File: src/sgfc_consts.svh
// constants for the global frame control register bank
// assumes a 50 MHz core clock and byte-wide register access
`ifndef SGFC_CONSTS_SVH
`define SGFC_CONSTS_SVH

// ----------------------------------------
// register map and fields
// ----------------------------------------
`define SGFC_OFS_CTL_TWO 8'h02
`define SGFC_OFS_CTL_ONE 8'h03
`define SGFC_CTL_TWO_MASK 8'h03
`define SGFC_CTL_ONE_RST 8'h04
`define SGFC_CTL_TWO_RST 8'h00
`define SGFC_B2_CFD_SEL 1
`define SGFC_B2_LINK_AGE 0
`define SGFC_B1_PASS_ALL 7
`define SGFC_B1_LONG_EN 6
`define SGFC_B1_TX_PAUSE_DIS 5
`define SGFC_B1_RX_PAUSE_DIS 4
`define SGFC_B1_LEN_CHECK 3
`define SGFC_B1_AGE_EN 2
`define SGFC_B1_FAST_AGE 1
`define SGFC_B1_AGGR_BACKOFF 0

// ----------------------------------------
// frame classification
// ----------------------------------------
`define SGFC_CTRL_TYPE 16'h8808
`define SGFC_CTRL_DA 48'h0180C2000001
`define SGFC_LEN_FIELD_MAX 16'h05DC
`define SGFC_LONG_MAX_LEN 12'h800
`define SGFC_NORMAL_MAX_LEN 12'h600

// ----------------------------------------
// timing
// ----------------------------------------
`define SGFC_CLK_MHZ 50
`define SGFC_FAST_AGE_US 800
`define SGFC_NORMAL_AGE_S 300

`endif

File: src/sgfc_pkg.sv
// types shared by the global frame control register bank
// assumes nothing beyond a SystemVerilog compiler
package sgfc_pkg;

  typedef enum logic [1:0] {
    SGFC_SEL_NONE = 2'b00,
    SGFC_SEL_ONE = 2'b01,
    SGFC_SEL_TWO = 2'b10
  } sgfc_sel_t;

endpackage

File: src/sgfc_global_ctrl.sv
// global control register bank of the switch: frame drop policy,
// flow control enables, back-off mode and address aging control
// assumes a plain register port on the 50 MHz core clock, link status
// and frame descriptors from core logic, and two asynchronous strap pins
`timescale 1ns/1ps
`default_nettype none
`include "sgfc_consts.svh"

// How it works
// - drop select set drops 8808 or DA
// - drop select clear drops pause frames only
// - link loss starts one short fast pass
// - link loss ages out every learned address
// - pass-all forwards every frame, even bad
// - long frames accepted only with enable set
// - tx pause follows negotiation unless disabled
// - rx pause follows negotiation unless disabled
// - one strap sets both pause disable defaults
// - length check drops mismatched short length
// - aging runs only while enabled, resets on
// - fast age uses the short period
// - aggressive back-off bit, default from strap
module sgfc_global_ctrl #(
  parameter int unsigned FAST_AGE_US = `SGFC_FAST_AGE_US,
  parameter int unsigned NORMAL_AGE_US = `SGFC_NORMAL_AGE_S * 1000000,
  parameter int unsigned PORTS = 4
) (
  input wire logic clk,
  input wire logic nrst,
  input wire logic [7:0] reg_addr,
  input wire logic [7:0] reg_wdata,
  input wire logic reg_wr,
  input wire logic reg_rd,
  output logic [7:0] reg_rdata,
  input wire logic pause_strap_input,
  input wire logic backoff_strap_input,
  input wire logic [PORTS-1:0] link_up,
  input wire logic an_tx_pause,
  input wire logic an_rx_pause,
  input wire logic frm_valid,
  input wire logic [15:0] frm_type_len,
  input wire logic [47:0] frm_dest_addr,
  input wire logic frm_is_pause,
  input wire logic frm_bad,
  input wire logic [11:0] frm_length,
  input wire logic [11:0] frm_data_len,
  output logic frm_done,
  output logic frm_drop,
  output logic tx_fc_en,
  output logic rx_fc_en,
  output logic aggr_backoff_en,
  output logic age_tick,
  output logic fast_pass,
  output logic flush_all
);

  localparam int unsigned US_CYCLES = `SGFC_CLK_MHZ;

  // ----------------------------------------
  // reset release and strap synchronisers
  // ----------------------------------------
  logic [1:0] rst_q;
  logic rst_n;

  always_ff @(posedge clk or negedge nrst) begin
    if (!nrst) begin
      rst_q <= 2'h0;
    end else begin
      rst_q <= {rst_q[0], 1'b1};
    end
  end

  assign rst_n = rst_q[1];

  // strap flops run through reset so the pin level is ready at release
  logic pause_s1_q;
  logic pause_s2_q;
  logic back_s1_q;
  logic back_s2_q;

  always_ff @(posedge clk) begin
    pause_s1_q <= pause_strap_input;
    pause_s2_q <= pause_s1_q;
    back_s1_q <= backoff_strap_input;
    back_s2_q <= back_s1_q;
  end

  // ----------------------------------------
  // register port
  // ----------------------------------------
  function automatic sgfc_pkg::sgfc_sel_t reg_sel(input logic [7:0] addr);
    if (addr == `SGFC_OFS_CTL_ONE) begin
      reg_sel = sgfc_pkg::SGFC_SEL_ONE;
    end else if (addr == `SGFC_OFS_CTL_TWO) begin
      reg_sel = sgfc_pkg::SGFC_SEL_TWO;
    end else begin
      reg_sel = sgfc_pkg::SGFC_SEL_NONE;
    end
  endfunction

  logic [7:0] ctl1_q;
  logic [7:0] ctl1_d;
  logic [7:0] ctl2_q;
  logic [7:0] ctl2_d;
  logic strap_done_q;
  logic strap_done_d;
  logic [7:0] rdata_q;
  logic [7:0] rdata_d;

  always_comb begin
    ctl1_d = ctl1_q;
    ctl2_d = ctl2_q;
    strap_done_d = 1'b1;
    rdata_d = 8'h00;
    // first cycle after release takes the strap levels
    if (!strap_done_q) begin
      ctl1_d[`SGFC_B1_TX_PAUSE_DIS] = pause_s2_q;
      ctl1_d[`SGFC_B1_RX_PAUSE_DIS] = pause_s2_q;
      ctl1_d[`SGFC_B1_AGGR_BACKOFF] = back_s2_q;
    end
    if (reg_wr) begin
      case (reg_sel(reg_addr))
        sgfc_pkg::SGFC_SEL_ONE: begin
          ctl1_d = reg_wdata;
        end
        sgfc_pkg::SGFC_SEL_TWO: begin
          ctl2_d = reg_wdata & `SGFC_CTL_TWO_MASK;
        end
        default: begin
        end
      endcase
    end
    if (reg_rd) begin
      case (reg_sel(reg_addr))
        sgfc_pkg::SGFC_SEL_ONE: begin
          rdata_d = ctl1_q;
        end
        sgfc_pkg::SGFC_SEL_TWO: begin
          rdata_d = ctl2_q;
        end
        default: begin
          rdata_d = 8'h00;
        end
      endcase
    end
  end

  always_ff @(posedge clk or negedge rst_n) begin
    if (!rst_n) begin
      ctl1_q <= `SGFC_CTL_ONE_RST;
      ctl2_q <= `SGFC_CTL_TWO_RST;
      strap_done_q <= 1'b0;
      rdata_q <= 8'h00;
    end else begin
      ctl1_q <= ctl1_d;
      ctl2_q <= ctl2_d;
      strap_done_q <= strap_done_d;
      rdata_q <= rdata_d;
    end
  end

  assign reg_rdata = rdata_q;

  // ----------------------------------------
  // microsecond enable
  // ----------------------------------------
  logic [5:0] us_cnt_q;
  logic [5:0] us_cnt_d;
  logic us_tick_q;
  logic us_tick_d;

  always_comb begin
    us_tick_d = 1'b0;
    if (us_cnt_q == 6'(US_CYCLES - 1)) begin
      us_cnt_d = 6'h00;
      us_tick_d = 1'b1;
    end else begin
      us_cnt_d = us_cnt_q + 6'h01;
    end
  end

  always_ff @(posedge clk or negedge rst_n) begin
    if (!rst_n) begin
      us_cnt_q <= 6'h00;
      us_tick_q <= 1'b0;
    end else begin
      us_cnt_q <= us_cnt_d;
      us_tick_q <= us_tick_d;
    end
  end

  // ----------------------------------------
  // link loss detection and mac controls
  // ----------------------------------------
  logic [PORTS-1:0] link_q;
  logic link_lost;
  logic link_trig;
  logic flush_q;
  logic flush_d;
  logic tx_fc_q;
  logic tx_fc_d;
  logic rx_fc_q;
  logic rx_fc_d;
  logic backoff_q;
  logic backoff_d;

  always_comb begin
    link_lost = |(link_q & ~link_up);
    link_trig = link_lost && ctl2_q[`SGFC_B2_LINK_AGE];
    flush_d = link_trig;
    tx_fc_d = an_tx_pause && !ctl1_q[`SGFC_B1_TX_PAUSE_DIS];
    rx_fc_d = an_rx_pause && !ctl1_q[`SGFC_B1_RX_PAUSE_DIS];
    backoff_d = ctl1_q[`SGFC_B1_AGGR_BACKOFF];
  end

  always_ff @(posedge clk or negedge rst_n) begin
    if (!rst_n) begin
      link_q <= '0;
      flush_q <= 1'b0;
      tx_fc_q <= 1'b0;
      rx_fc_q <= 1'b0;
      backoff_q <= 1'b0;
    end else begin
      link_q <= link_up;
      flush_q <= flush_d;
      tx_fc_q <= tx_fc_d;
      rx_fc_q <= rx_fc_d;
      backoff_q <= backoff_d;
    end
  end

  assign flush_all = flush_q;
  assign tx_fc_en = tx_fc_q;
  assign rx_fc_en = rx_fc_q;
  assign aggr_backoff_en = backoff_q;

  // ----------------------------------------
  // aging timer and frame filter
  // ----------------------------------------
  logic age_tick_w;
  logic pend_w;

  sgfc_age_timer #(
    .FAST_AGE_US(FAST_AGE_US),
    .NORMAL_AGE_US(NORMAL_AGE_US)
  ) u_age (
    .clk(clk),
    .rst_n(rst_n),
    .us_tick(us_tick_q),
    .aging_en(ctl1_q[`SGFC_B1_AGE_EN]),
    .fast_en(ctl1_q[`SGFC_B1_FAST_AGE]),
    .link_trig(link_trig),
    .age_tick_q(age_tick_w),
    .pend_q(pend_w)
  );

  assign age_tick = age_tick_w;
  assign fast_pass = pend_w;

  logic done_w;
  logic drop_w;

  sgfc_frame_filter u_filt (
    .clk(clk),
    .rst_n(rst_n),
    .cfd_sel(ctl2_q[`SGFC_B2_CFD_SEL]),
    .pass_all(ctl1_q[`SGFC_B1_PASS_ALL]),
    .long_en(ctl1_q[`SGFC_B1_LONG_EN]),
    .len_check(ctl1_q[`SGFC_B1_LEN_CHECK]),
    .frm_valid(frm_valid),
    .frm_type_len(frm_type_len),
    .frm_dest_addr(frm_dest_addr),
    .frm_is_pause(frm_is_pause),
    .frm_bad(frm_bad),
    .frm_length(frm_length),
    .frm_data_len(frm_data_len),
    .done_q(done_w),
    .drop_q(drop_w)
  );

  assign frm_done = done_w;
  assign frm_drop = drop_w;

  // ----------------------------------------
  // checks
  // ----------------------------------------
  a_link_fast_pass: assert property (@(posedge clk) disable iff (!rst_n)
    link_trig |=> fast_pass)
    else $error("link loss did not start a fast pass");

  a_link_flush: assert property (@(posedge clk) disable iff (!rst_n)
    $rose(flush_all) |-> $past(ctl2_q[`SGFC_B2_LINK_AGE]) && $past(link_lost))
    else $error("flush without enabled link loss");

  a_tx_pause_gate: assert property (@(posedge clk) disable iff (!rst_n)
    $past(rst_n) |-> tx_fc_en == ($past(an_tx_pause) && !$past(ctl1_q[`SGFC_B1_TX_PAUSE_DIS])))
    else $error("tx flow control enable wrong");

  a_rx_pause_gate: assert property (@(posedge clk) disable iff (!rst_n)
    ctl1_q[`SGFC_B1_RX_PAUSE_DIS] |=> !rx_fc_en)
    else $error("rx flow control on while disabled");

  a_pause_strap: assert property (@(posedge clk) disable iff (!rst_n)
    $rose(strap_done_q) && !$past(reg_wr) |-> ctl1_q[`SGFC_B1_TX_PAUSE_DIS] == $past(pause_s2_q)
    && ctl1_q[`SGFC_B1_RX_PAUSE_DIS] == $past(pause_s2_q))
    else $error("pause defaults not taken from strap");

  a_aging_stops: assert property (@(posedge clk) disable iff (!rst_n)
    !ctl1_q[`SGFC_B1_AGE_EN] ##1 !ctl1_q[`SGFC_B1_AGE_EN] |-> !age_tick)
    else $error("age tick while aging disabled");

  a_backoff_strap: assert property (@(posedge clk) disable iff (!rst_n)
    $rose(strap_done_q) && !$past(reg_wr) |-> ##1 aggr_backoff_en == $past(back_s2_q, 2))
    else $error("back-off default not taken from strap");

  a_strap_once: assert property (@(posedge clk) disable iff (!rst_n)
    strap_done_q && reg_wr && reg_addr == `SGFC_OFS_CTL_ONE |=> ctl1_q == $past(reg_wdata))
    else $error("software write to control one lost");

endmodule // sgfc_global_ctrl
`default_nettype wire

File: src/sgfc_frame_filter.sv
// per-frame drop verdict from the global control bits
// assumes frame descriptors arrive as one-cycle pulses on the core clock
`timescale 1ns/1ps
`default_nettype none
`include "sgfc_consts.svh"

module sgfc_frame_filter (
  input wire logic clk,
  input wire logic rst_n,
  input wire logic cfd_sel,
  input wire logic pass_all,
  input wire logic long_en,
  input wire logic len_check,
  input wire logic frm_valid,
  input wire logic [15:0] frm_type_len,
  input wire logic [47:0] frm_dest_addr,
  input wire logic frm_is_pause,
  input wire logic frm_bad,
  input wire logic [11:0] frm_length,
  input wire logic [11:0] frm_data_len,
  output logic done_q,
  output logic drop_q
);

  logic done_d;
  logic drop_d;
  logic ctrl_hit;
  logic too_long;
  logic len_err;

  always_comb begin
    if (cfd_sel) begin
      ctrl_hit = (frm_type_len == `SGFC_CTRL_TYPE) || (frm_dest_addr == `SGFC_CTRL_DA);
    end else begin
      ctrl_hit = frm_is_pause;
    end
    too_long = frm_length > (long_en ? `SGFC_LONG_MAX_LEN : `SGFC_NORMAL_MAX_LEN);
    len_err = len_check && (frm_type_len < `SGFC_LEN_FIELD_MAX) &&
              (frm_type_len != {4'h0, frm_data_len});
    done_d = frm_valid;
    drop_d = frm_valid && !pass_all && (ctrl_hit || frm_bad || too_long || len_err);
  end

  always_ff @(posedge clk or negedge rst_n) begin
    if (!rst_n) begin
      done_q <= 1'b0;
      drop_q <= 1'b0;
    end else begin
      done_q <= done_d;
      drop_q <= drop_d;
    end
  end

  a_ctrl_type_drop: assert property (@(posedge clk) disable iff (!rst_n)
    frm_valid && cfd_sel && !pass_all && frm_type_len == `SGFC_CTRL_TYPE |=> drop_q)
    else $error("control type frame not dropped");

  a_pause_only_drop: assert property (@(posedge clk) disable iff (!rst_n)
    frm_valid && !cfd_sel && !frm_is_pause && !frm_bad && !too_long && !len_err
    |=> done_q && !drop_q)
    else $error("non-pause frame dropped in pause mode");

  a_pass_all_fwd: assert property (@(posedge clk) disable iff (!rst_n)
    frm_valid && pass_all |=> done_q && !drop_q)
    else $error("frame dropped while passing all");

  a_long_frame_ok: assert property (@(posedge clk) disable iff (!rst_n)
    frm_valid && !pass_all && frm_length > `SGFC_NORMAL_MAX_LEN |=> drop_q == !$past(long_en)
    || $past(frm_length) > `SGFC_LONG_MAX_LEN || $past(ctrl_hit) || $past(frm_bad)
    || $past(len_err))
    else $error("long frame verdict wrong");

  a_len_field_drop: assert property (@(posedge clk) disable iff (!rst_n)
    frm_valid && !pass_all && len_check && frm_type_len < `SGFC_LEN_FIELD_MAX
    && frm_type_len != {4'h0, frm_data_len} |=> drop_q)
    else $error("length mismatch frame not dropped");

endmodule // sgfc_frame_filter
`default_nettype wire

File: src/sgfc_age_timer.sv
// address aging period timer with fast and link-change passes
// assumes us_tick is a one-cycle pulse every microsecond
`timescale 1ns/1ps
`default_nettype none
`include "sgfc_consts.svh"

module sgfc_age_timer #(
  parameter int unsigned FAST_AGE_US = `SGFC_FAST_AGE_US,
  parameter int unsigned NORMAL_AGE_US = `SGFC_NORMAL_AGE_S * 1000000
) (
  input wire logic clk,
  input wire logic rst_n,
  input wire logic us_tick,
  input wire logic aging_en,
  input wire logic fast_en,
  input wire logic link_trig,
  output logic age_tick_q,
  output logic pend_q
);

  logic [31:0] cnt_q;
  logic [31:0] cnt_d;
  logic [31:0] lim;
  logic pend_d;
  logic age_tick_d;

  always_comb begin
    cnt_d = cnt_q;
    pend_d = pend_q;
    age_tick_d = 1'b0;
    // a link-change pass ends just short of the fast period
    if (pend_q) begin
      lim = 32'(FAST_AGE_US - 2);
    end else if (fast_en) begin
      lim = 32'(FAST_AGE_US - 1);
    end else begin
      lim = 32'(NORMAL_AGE_US - 1);
    end
    if (link_trig) begin
      pend_d = 1'b1;
      cnt_d = 32'h0;
    end else if (aging_en && us_tick) begin
      if (cnt_q >= lim) begin
        age_tick_d = 1'b1;
        cnt_d = 32'h0;
        pend_d = 1'b0;
      end else begin
        cnt_d = cnt_q + 32'h1;
      end
    end
  end

  always_ff @(posedge clk or negedge rst_n) begin
    if (!rst_n) begin
      cnt_q <= 32'h0;
      pend_q <= 1'b0;
      age_tick_q <= 1'b0;
    end else begin
      cnt_q <= cnt_d;
      pend_q <= pend_d;
      age_tick_q <= age_tick_d;
    end
  end

  a_fast_period: assert property (@(posedge clk) disable iff (!rst_n)
    aging_en && us_tick && fast_en && !pend_q && !link_trig
    |=> age_tick_q == ($past(cnt_q) >= 32'(FAST_AGE_US - 1)))
    else $error("fast aging period wrong");

endmodule // sgfc_age_timer
`default_nettype wire

File: config.mk
export PLATFORM = sky130hd
export DESIGN_NAME = sgfc_global_ctrl
export DESIGN_NICKNAME = d
export VERILOG_FILES = /design/src/sgfc_pkg.sv /design/src/sgfc_global_ctrl.sv /design/src/sgfc_frame_filter.sv /design/src/sgfc_age_timer.sv
export VERILOG_INCLUDE_DIRS = /design/src
export SDC_FILE = /design/constraint.sdc
export NUM_CORES = 1
export LEC_CHECK = 0
export BUFFER_PORTS_ARGS = -buffer_cell sky130_fd_sc_hd__buf_4
export CAP_MARGIN = 40
export CORE_MARGIN = 2
export CORE_UTILIZATION = 52
export CTS_BUF_LIST = sky130_fd_sc_hd__clkbuf_4 sky130_fd_sc_hd__clkbuf_8
export DETAILED_ROUTE_END_ITERATION = 10
export MAX_ROUTING_LAYER = met4
export PLACE_DENSITY = 0.85
export SYNTH_ARGS = -nofsm -noshare
export SYNTH_HDL_FRONTEND = slang
export SYNTH_SLANG_ARGS = --single-unit
File: constraint.sdc
create_clock -name clk -period 2.9 [get_ports clk]
set_clock_uncertainty 0.05 [all_clocks]
set_input_delay 0.58 -clock clk [delete_from_list [all_inputs] [get_ports clk]]
set_output_delay 0.58 -clock clk [all_outputs]
set_load 0.02 [all_outputs]
# Word-level counts from Yosys, hierarchy flattened
# Index checks and enable logic that the tools add are counted.
[totals]
wordCells = 85
latchBits = 0
mem_bits_rw = 0
ff_bits = 76
romBits = 0
in_bits = 119
memories = 0
[op_classes]
n_div = 0
n_mux = 25
order_cmp = 3
reduce_logical = 21
n_mul = 0
n_shift = 0
bitwise_logic = 2
eq_ne = 10
add_sub_neg = 2
[ops]
columns = ["operator", "count"]
rows = [
  ["two-way mux 32 bit", 3],
  ["two-way mux 29 bit", 2],
  ["== test 48 x 41 -> 1 bit, second input constant", 1],
  ["adder 32 x 1 -> 32 bit, second input constant", 1],
  [">= comparator 32 x 29 -> 1 bit", 1],
  ["two-way mux 6 bit", 3],
  ["== test 16 bit, second input constant", 1],
  ["== test 8 x 2 -> 1 bit, second input constant", 2],
  ["< comparator 16 x 11 -> 1 bit, second input constant", 1],
  ["!= test 16 x 12 -> 1 bit", 1],
  ["one-hot mux 8 bit (2 select lines)", 1],
  ["greater-than comparator 12 bit", 1],
  ["two-way mux 12 bit", 1],
  ["two-way mux 2 bit", 5],
  ["two-way mux 1 bit", 9],
  ["logical AND 1 bit", 8],
  ["two-way mux 8 bit", 1],
  ["adder 6 x 1 -> 6 bit, second input constant", 1],
  ["== test 6 bit, second input constant", 1],
  ["AND reduction 2 bit", 3],
  ["AND 4 bit", 1],
  ["== test 2 x 1 -> 1 bit, second input constant", 2],
  ["== test 2 bit, second input constant", 2],
  ["logical OR 1 bit", 4],
  ["4 further kinds", 7],
]

# Depth between registers and ports, before layout
[depth]
ltp_word = 7
ltp_mapped = 10
mapped_depth_nobuf = 9

# Modules after synthesis
# From an unflattened synthesis, not the netlist that was laid out.
[unflattened]
cells_unflattened = 400
hier_area_um2 = 4174.0
[modules_own_cells]
columns = ["module", "area_each_um2", "n_inst", "seq_area_each_um2", "cells_per_inst"]
rows = [
  ["sgfc_age_timer", 2209.6, 1, 850.8, 232],
  ["sgfc_global_ctrl", 1448.9, 1, 982.2, 102],
  ["sgfc_frame_filter", 515.5, 1, 50.0, 66],
]

# Worst setup path before layout
# OpenSTA, ideal clock, no wires.
[synth_path]
kind = "reg2reg"
startpoint = "register u_age.pend_q"
endpoint = "register u_age.cnt_q[16]"
required_time_ns = 2.778
slack_ns = 0.423
arrival_ns = 2.355
path_stages_with_launch = 11
setup_time_ns = 0.072
path_buffers = 1
cell_sequence = "dfrtp_1 -> nor2_1 -> inv_1 -> ha_1 -> a211o_1 -> a221oi_2 -> o31ai_2 -> a21oi_4 -> a21oi_2 -> buf_4 -> nor2_1"
[synth_via]
elab_chain_len = 5
[synth_rtl]
columns = ["element", "line_no", "text"]
rows = [
  ["from (decl)", "sgfc_age_timer.sv:18", "output logic pend_q"],
  ["from (signal assigned)", "sgfc_age_timer.sv:60", "pend_q <= pend_d;"],
  ["two-way mux 29 bit", "sgfc_age_timer.sv:32", "if (pend_q) begin"],
  [">= comparator 32 x 29 -> 1 bit", "sgfc_age_timer.sv:43", "if (cnt_q >= lim) begin"],
  ["two-way mux 32 bit", "sgfc_age_timer.sv:43", ""],
  ["two-way mux 32 bit", "sgfc_age_timer.sv:42", "end else if (aging_en && us_tick) begin"],
  ["two-way mux 32 bit", "sgfc_age_timer.sv:39", "if (link_trig) begin"],
  ["to (signal assigned)", "sgfc_age_timer.sv:59", "cnt_q <= cnt_d;"],
  ["to (decl)", "sgfc_age_timer.sv:21", "logic [31:0] cnt_q;"],
]
# Every way passes these cells. The select of a mux whose other input is x is not followed.
# A chain may end at the register's enable or synchronous reset.

# Worst setup path in the final report
[layout_path]
startpoint = "register u_age.pend_q"
endpoint = "register u_age.cnt_q[3]"
# Same word-level chain as after synthesis.

==> load_flow_metrics.sql <==
INSERT INTO impl_metrics (metric_group, metric, value, unit) VALUES
('status', 'status', 'completed', ''),
('setup_path', 'worstPathCellList', 'nor2_1, inv_1, ha_1, a211o_1, a221oi_2, o31ai_2, a21oi_4, buf_4, nor2_4, nor4_2', ''),
('clocking', 'post-cts-setup-buffer-count', '0', ''),
('yosys', 'synth_sequential_area_ratio', '46.6', '%'),
('clocking', 'worstSkewPairLatency', '350', 'ps'),
('worst_hold_path', 'hold_class', 'flop to asynchronous set/reset pin', ''),
('floorplanning', 'num_rows', '32', ''),
('power', 'share_clk_of_total_power', '37.1', '%'),
('yosys', 'synth.distinct_cells', '58', ''),
('setup_path', 'path_depth', '10', ''),
('layout', 'nFillCells', '571', ''),
('yosys', 'edff_count_synth', '0', ''),
('drt', 'drt.antenna.violating_nets', '0', ''),
('global_routing', 'grt_overflow_total', '0', ''),
('yosys', 'synth-warning-count', '0', ''),
('yosys', 'ys_ff_latch', '76', ''),
('setup_path', 'worstPathBufferInverterCount', '2', ''),
('sta', 'max-slew-margin-rel', '56.3', '%'),
('setup_path', 'arrival', '2940', 'ps'),
('layout', 'fraction_of_final_layout_cells_with_drive_strength_greater_than_1', '32.8', '%'),
('sta', 'period_needed', '2750', 'ps'),
('setup_path', 'worstSetupEndpointType', 'flop', ''),
('global_routing', 'global_route.usage.total', '27.6', '%'),
('layout', 'mostFrequentLayoutCell', 'buf_4', ''),
('sta', 'setup_violations', '0', ''),
('power', 'p_sw_share', '25.5', '%'),
('power', 'power.density_cell_area', '456', 'nW/um2'),
('floorplanning', 'io-pin-count', '135', ''),
('placement', 'numPortBuffers', '134', ''),
('sta', 'maxSlewViolCount', '0', ''),
('setup_path', 'slowest_stage', 'dfrtp_1', ''),
('yosys', 'synthesis.area', '4040', 'um2'),
('setup_path', 'setup.worst_path.class', 'flop to flop', ''),
('floorplanning', 'design.die.area', '8490', 'um2'),
('floorplanning', 'floorplan.initialDensity', '52.8', '%'),
('layout', 'post-route-util', '71.1', '%'),
('yosys', 'asyncSetResetFlopFracSynth', '94.7', '%'),
('clocking', 'htree_levels', '3', ''),
('layout', 'final_cell_mix', 'buf_4, dfrtp_1, nor2_1, nand3_1, xor2_1', ''),
('global_routing', 'initial_antenna_violation_count', '0', ''),
('power', 'cellInternalPower', '1.85', 'mW'),
('global_routing', 'grt_pass1_vias', '3949', ''),
('setup_path', 'timing.rr.start', 'u_age.pend_q$_DFFE_PN0P_', ''),
('setup_path', 'cpLargestDelayFamily', 'compound AO/OA/AOI/OAI gates', ''),
('layout', 'diodes', '0', ''),
('placement', 'gp_congestion', '0.906', ''),
('clocking', 'cts_made_buffers', '9', ''),
('setup_path', 'crit_start', 'u_age.pend_q$_DFFE_PN0P_', ''),
('sta', 'final.period_utilization', '94.7', '%'),
('setup_path', 'peak_fanout_along_the_critical_path', '11', ''),
('clocking', 'cts.path.max_buffers', '2', ''),
('layout', 'finalNetCount', '681', ''),
('clocking', 'tritoncts_num_sinks', '76', ''),
('sta', 'max_slew.worst_pin.slew', '653', 'ps'),
('sta', 'maximum_clock_rate', '364', 'MHz'),
('setup_path', 'worstPathRequired', '3100', 'ps'),
('sta', 'grt_setup_unrepaired', 'no', ''),
('setup_path', 'cp-start-kind', 'flop', ''),
('drt', 'first_pass_iteration_count_of_the_detailed_router', '4', ''),
('sta', 'hold_ws', '228', 'ps'),
('floorplanning', 'die_height', '92.2', 'um'),
('drt', 'route.vias.total', '3600', ''),
('yosys', 'avgSynthCellArea', '10.1', 'um2'),
('drt', 'post_drt_via_cell_ratio', '5.54', ''),
('yosys', 'synthCells', '400', ''),
('layout', 'syn2layout_area_growth', '34.6', '%'),
('setup_path', 'critical-path-max-stage-delay', '410', 'ps'),
('drt', 'route.detailed.drc', '0', ''),
('floorplanning', 'fp.dieW', '92.2', 'um'),
('global_routing', 'maximum_number_of_pins_on_one_net_before_global_route_repair', '46', ''),
('setup_path', 'worstReg2RegEnd', 'u_age.cnt_q[3]$_DFFE_PN0P_', '');
-- sequential cells by signal, summed over array words and instances, names as in the netlist, 2 cells and up --
name and cells:
reg_rdata 8, ctl2_q 2, rst_q 2, u_age.cnt_q 32, us_cnt_q 6, link_q 4, ctl1_q 8
-- layer usage --
layer | routed length, um | GRT usage (%) | part of all wire (%)
met1 | 3970 | 28.9 | 38
met2 | 5910 | 51.5 | 56
met3 | 475 | 5.83 | 4.5
met4 | 163 | 9.33 | 1.5
met5 | 0 | - | 0
-- repair_timing --
action,CTS,global route
gates cloned,0,1
hold buffers,1,0
gates resized for setup,1,0
pin swaps,0,1
endpoints found under the hold margin,2,0
endpoints found under the setup margin,21,6
-- cell type report --
| cell class | instances | area (um2) | share of cell area, % |
|---|---|---|---|
| clock inverter | 5 | 83.8 | 1.54 |
| tap | 102 | 128 | 2.35 |
| multi-input combinational | 302 | 2080 | 38.2 |
| inverter | 16 | 60.1 | 1.10 |
| timing repair buffer | 138 | 1050 | 19.3 |
| sequential | 76 | 1880 | 34.7 |
| clock buffer | 11 | 151 | 2.78 |
-- cells in the mapped netlist (2+ instances only) --
master     instances  area, um2
a211o_1            2       17.5
a21o_1             2       15.0
a21oi_1           11       55.1
a31oi_1            2       12.5
and2_1             3       18.8
and3_1            11       68.8
and4_1             2       17.5
buf_4              2       15.0
clkbuf_1           4       15.0
dfrtp_1           71       1780
dfxtp_1            4       80.1
ha_1              19        238
inv_1             15       56.3
mux2_2             7       78.8
mux2i_1            3       30.0
nand2_1           19       71.3
nand3_1           24        120
nand3b_1           2       15.0
nand4_1           16        100
nor2_1            52        195
nor2b_1           11       68.8
nor3_1            12       60.1
nor4_1            15       93.8
nor4_2             6       75.1
nor4b_1            8       70.1
o2111ai_1          2       17.5
o211ai_1           3       22.5
o21ai_0            9       45.0
xnor2_1           11       96.3
xor2_1            24        210
-- worst reg2reg max path: stages (launching register included) --
cell	delay [ps]
dfrtp_1	410
nor2_1	160
inv_1	210
ha_1	360
a211o_1	310
a221oi_2	280
o31ai_2	120
a21oi_4	210
buf_4	190
nor2_4	80
nor4_2	260
-- worst min-delay path by stage --
stage / start / endpoint / slack (ps) / cells past startpoint
6_report: rst_q[1]$_DFF_PN0_ / u_age.cnt_q[19]$_DFFE_PN0P_ / 230 / 0
2_1_floorplan: nrst / rst_q[0]$_DFF_PN0_ / 230 / 0
4_1_cts: rst_q[1]$_DFF_PN0_ / us_cnt_q[0]$_DFF_PN0_ / 250 / 0
5_1_grt: pause_strap_input / pause_s1_q$_DFF_P_ / 260 / 1
3_5_place_dp: rst_q[1]$_DFF_PN0_ / us_cnt_q[2]$_DFF_PN0_ / 240 / 0
3_3_place_gp: rst_q[1]$_DFF_PN0_ / us_cnt_q[2]$_DFF_PN0_ / 230 / 0
-- cell families (layout without fill, tap and decap cells) --
logic type | after synthesis | after routing | share of synthesized area (%)
AND/OR/NAND/NOR | 190 | 190 | 26.1
flip-flops | 76 | 76 | 46.6
AO/OA/AOI/OAI | 45 | 46 | 8.64
XOR/XNOR | 35 | 35 | 7.59
buffers and inverters | 24 | 170 | 2.45
adder cells (fa/ha/maj) | 19 | 19 | 5.88
multiplexers | 10 | 10 | 2.69
other | 1 | 2 | 0.0928
-- stage by stage --
stage | instances | setup TNS, ps | instance area (um2) | setup slack [ps] | total power [mW]
6_report | 650 | 0 | 5440 | 154 | 2.48
4_1_cts | 649 | 0 | 5430 | 142 | 2.50
2_1_floorplan | 401 | 0 | 4050 | 423 | 1.36
3_3_place_gp | 632 | 0 | 5180 | 107 | 1.55
5_1_grt | 650 | 0 | 5440 | 5.10 | 2.60
3_5_place_dp | 632 | -1370 | 5180 | -91.8 | 1.57
-- power by group through the flow --
stage          combinational, mW  clock (mW)  sequential [mW]
6_report                   0.400       0.922             1.16
5_1_grt                    0.447       0.989             1.17
4_1_cts                    0.397       0.943             1.16
3_5_place_dp               0.389           0             1.18
3_3_place_gp               0.377           0             1.18
2_1_floorplan              0.179           0             1.18
Power figures use the tool's default switching activity.
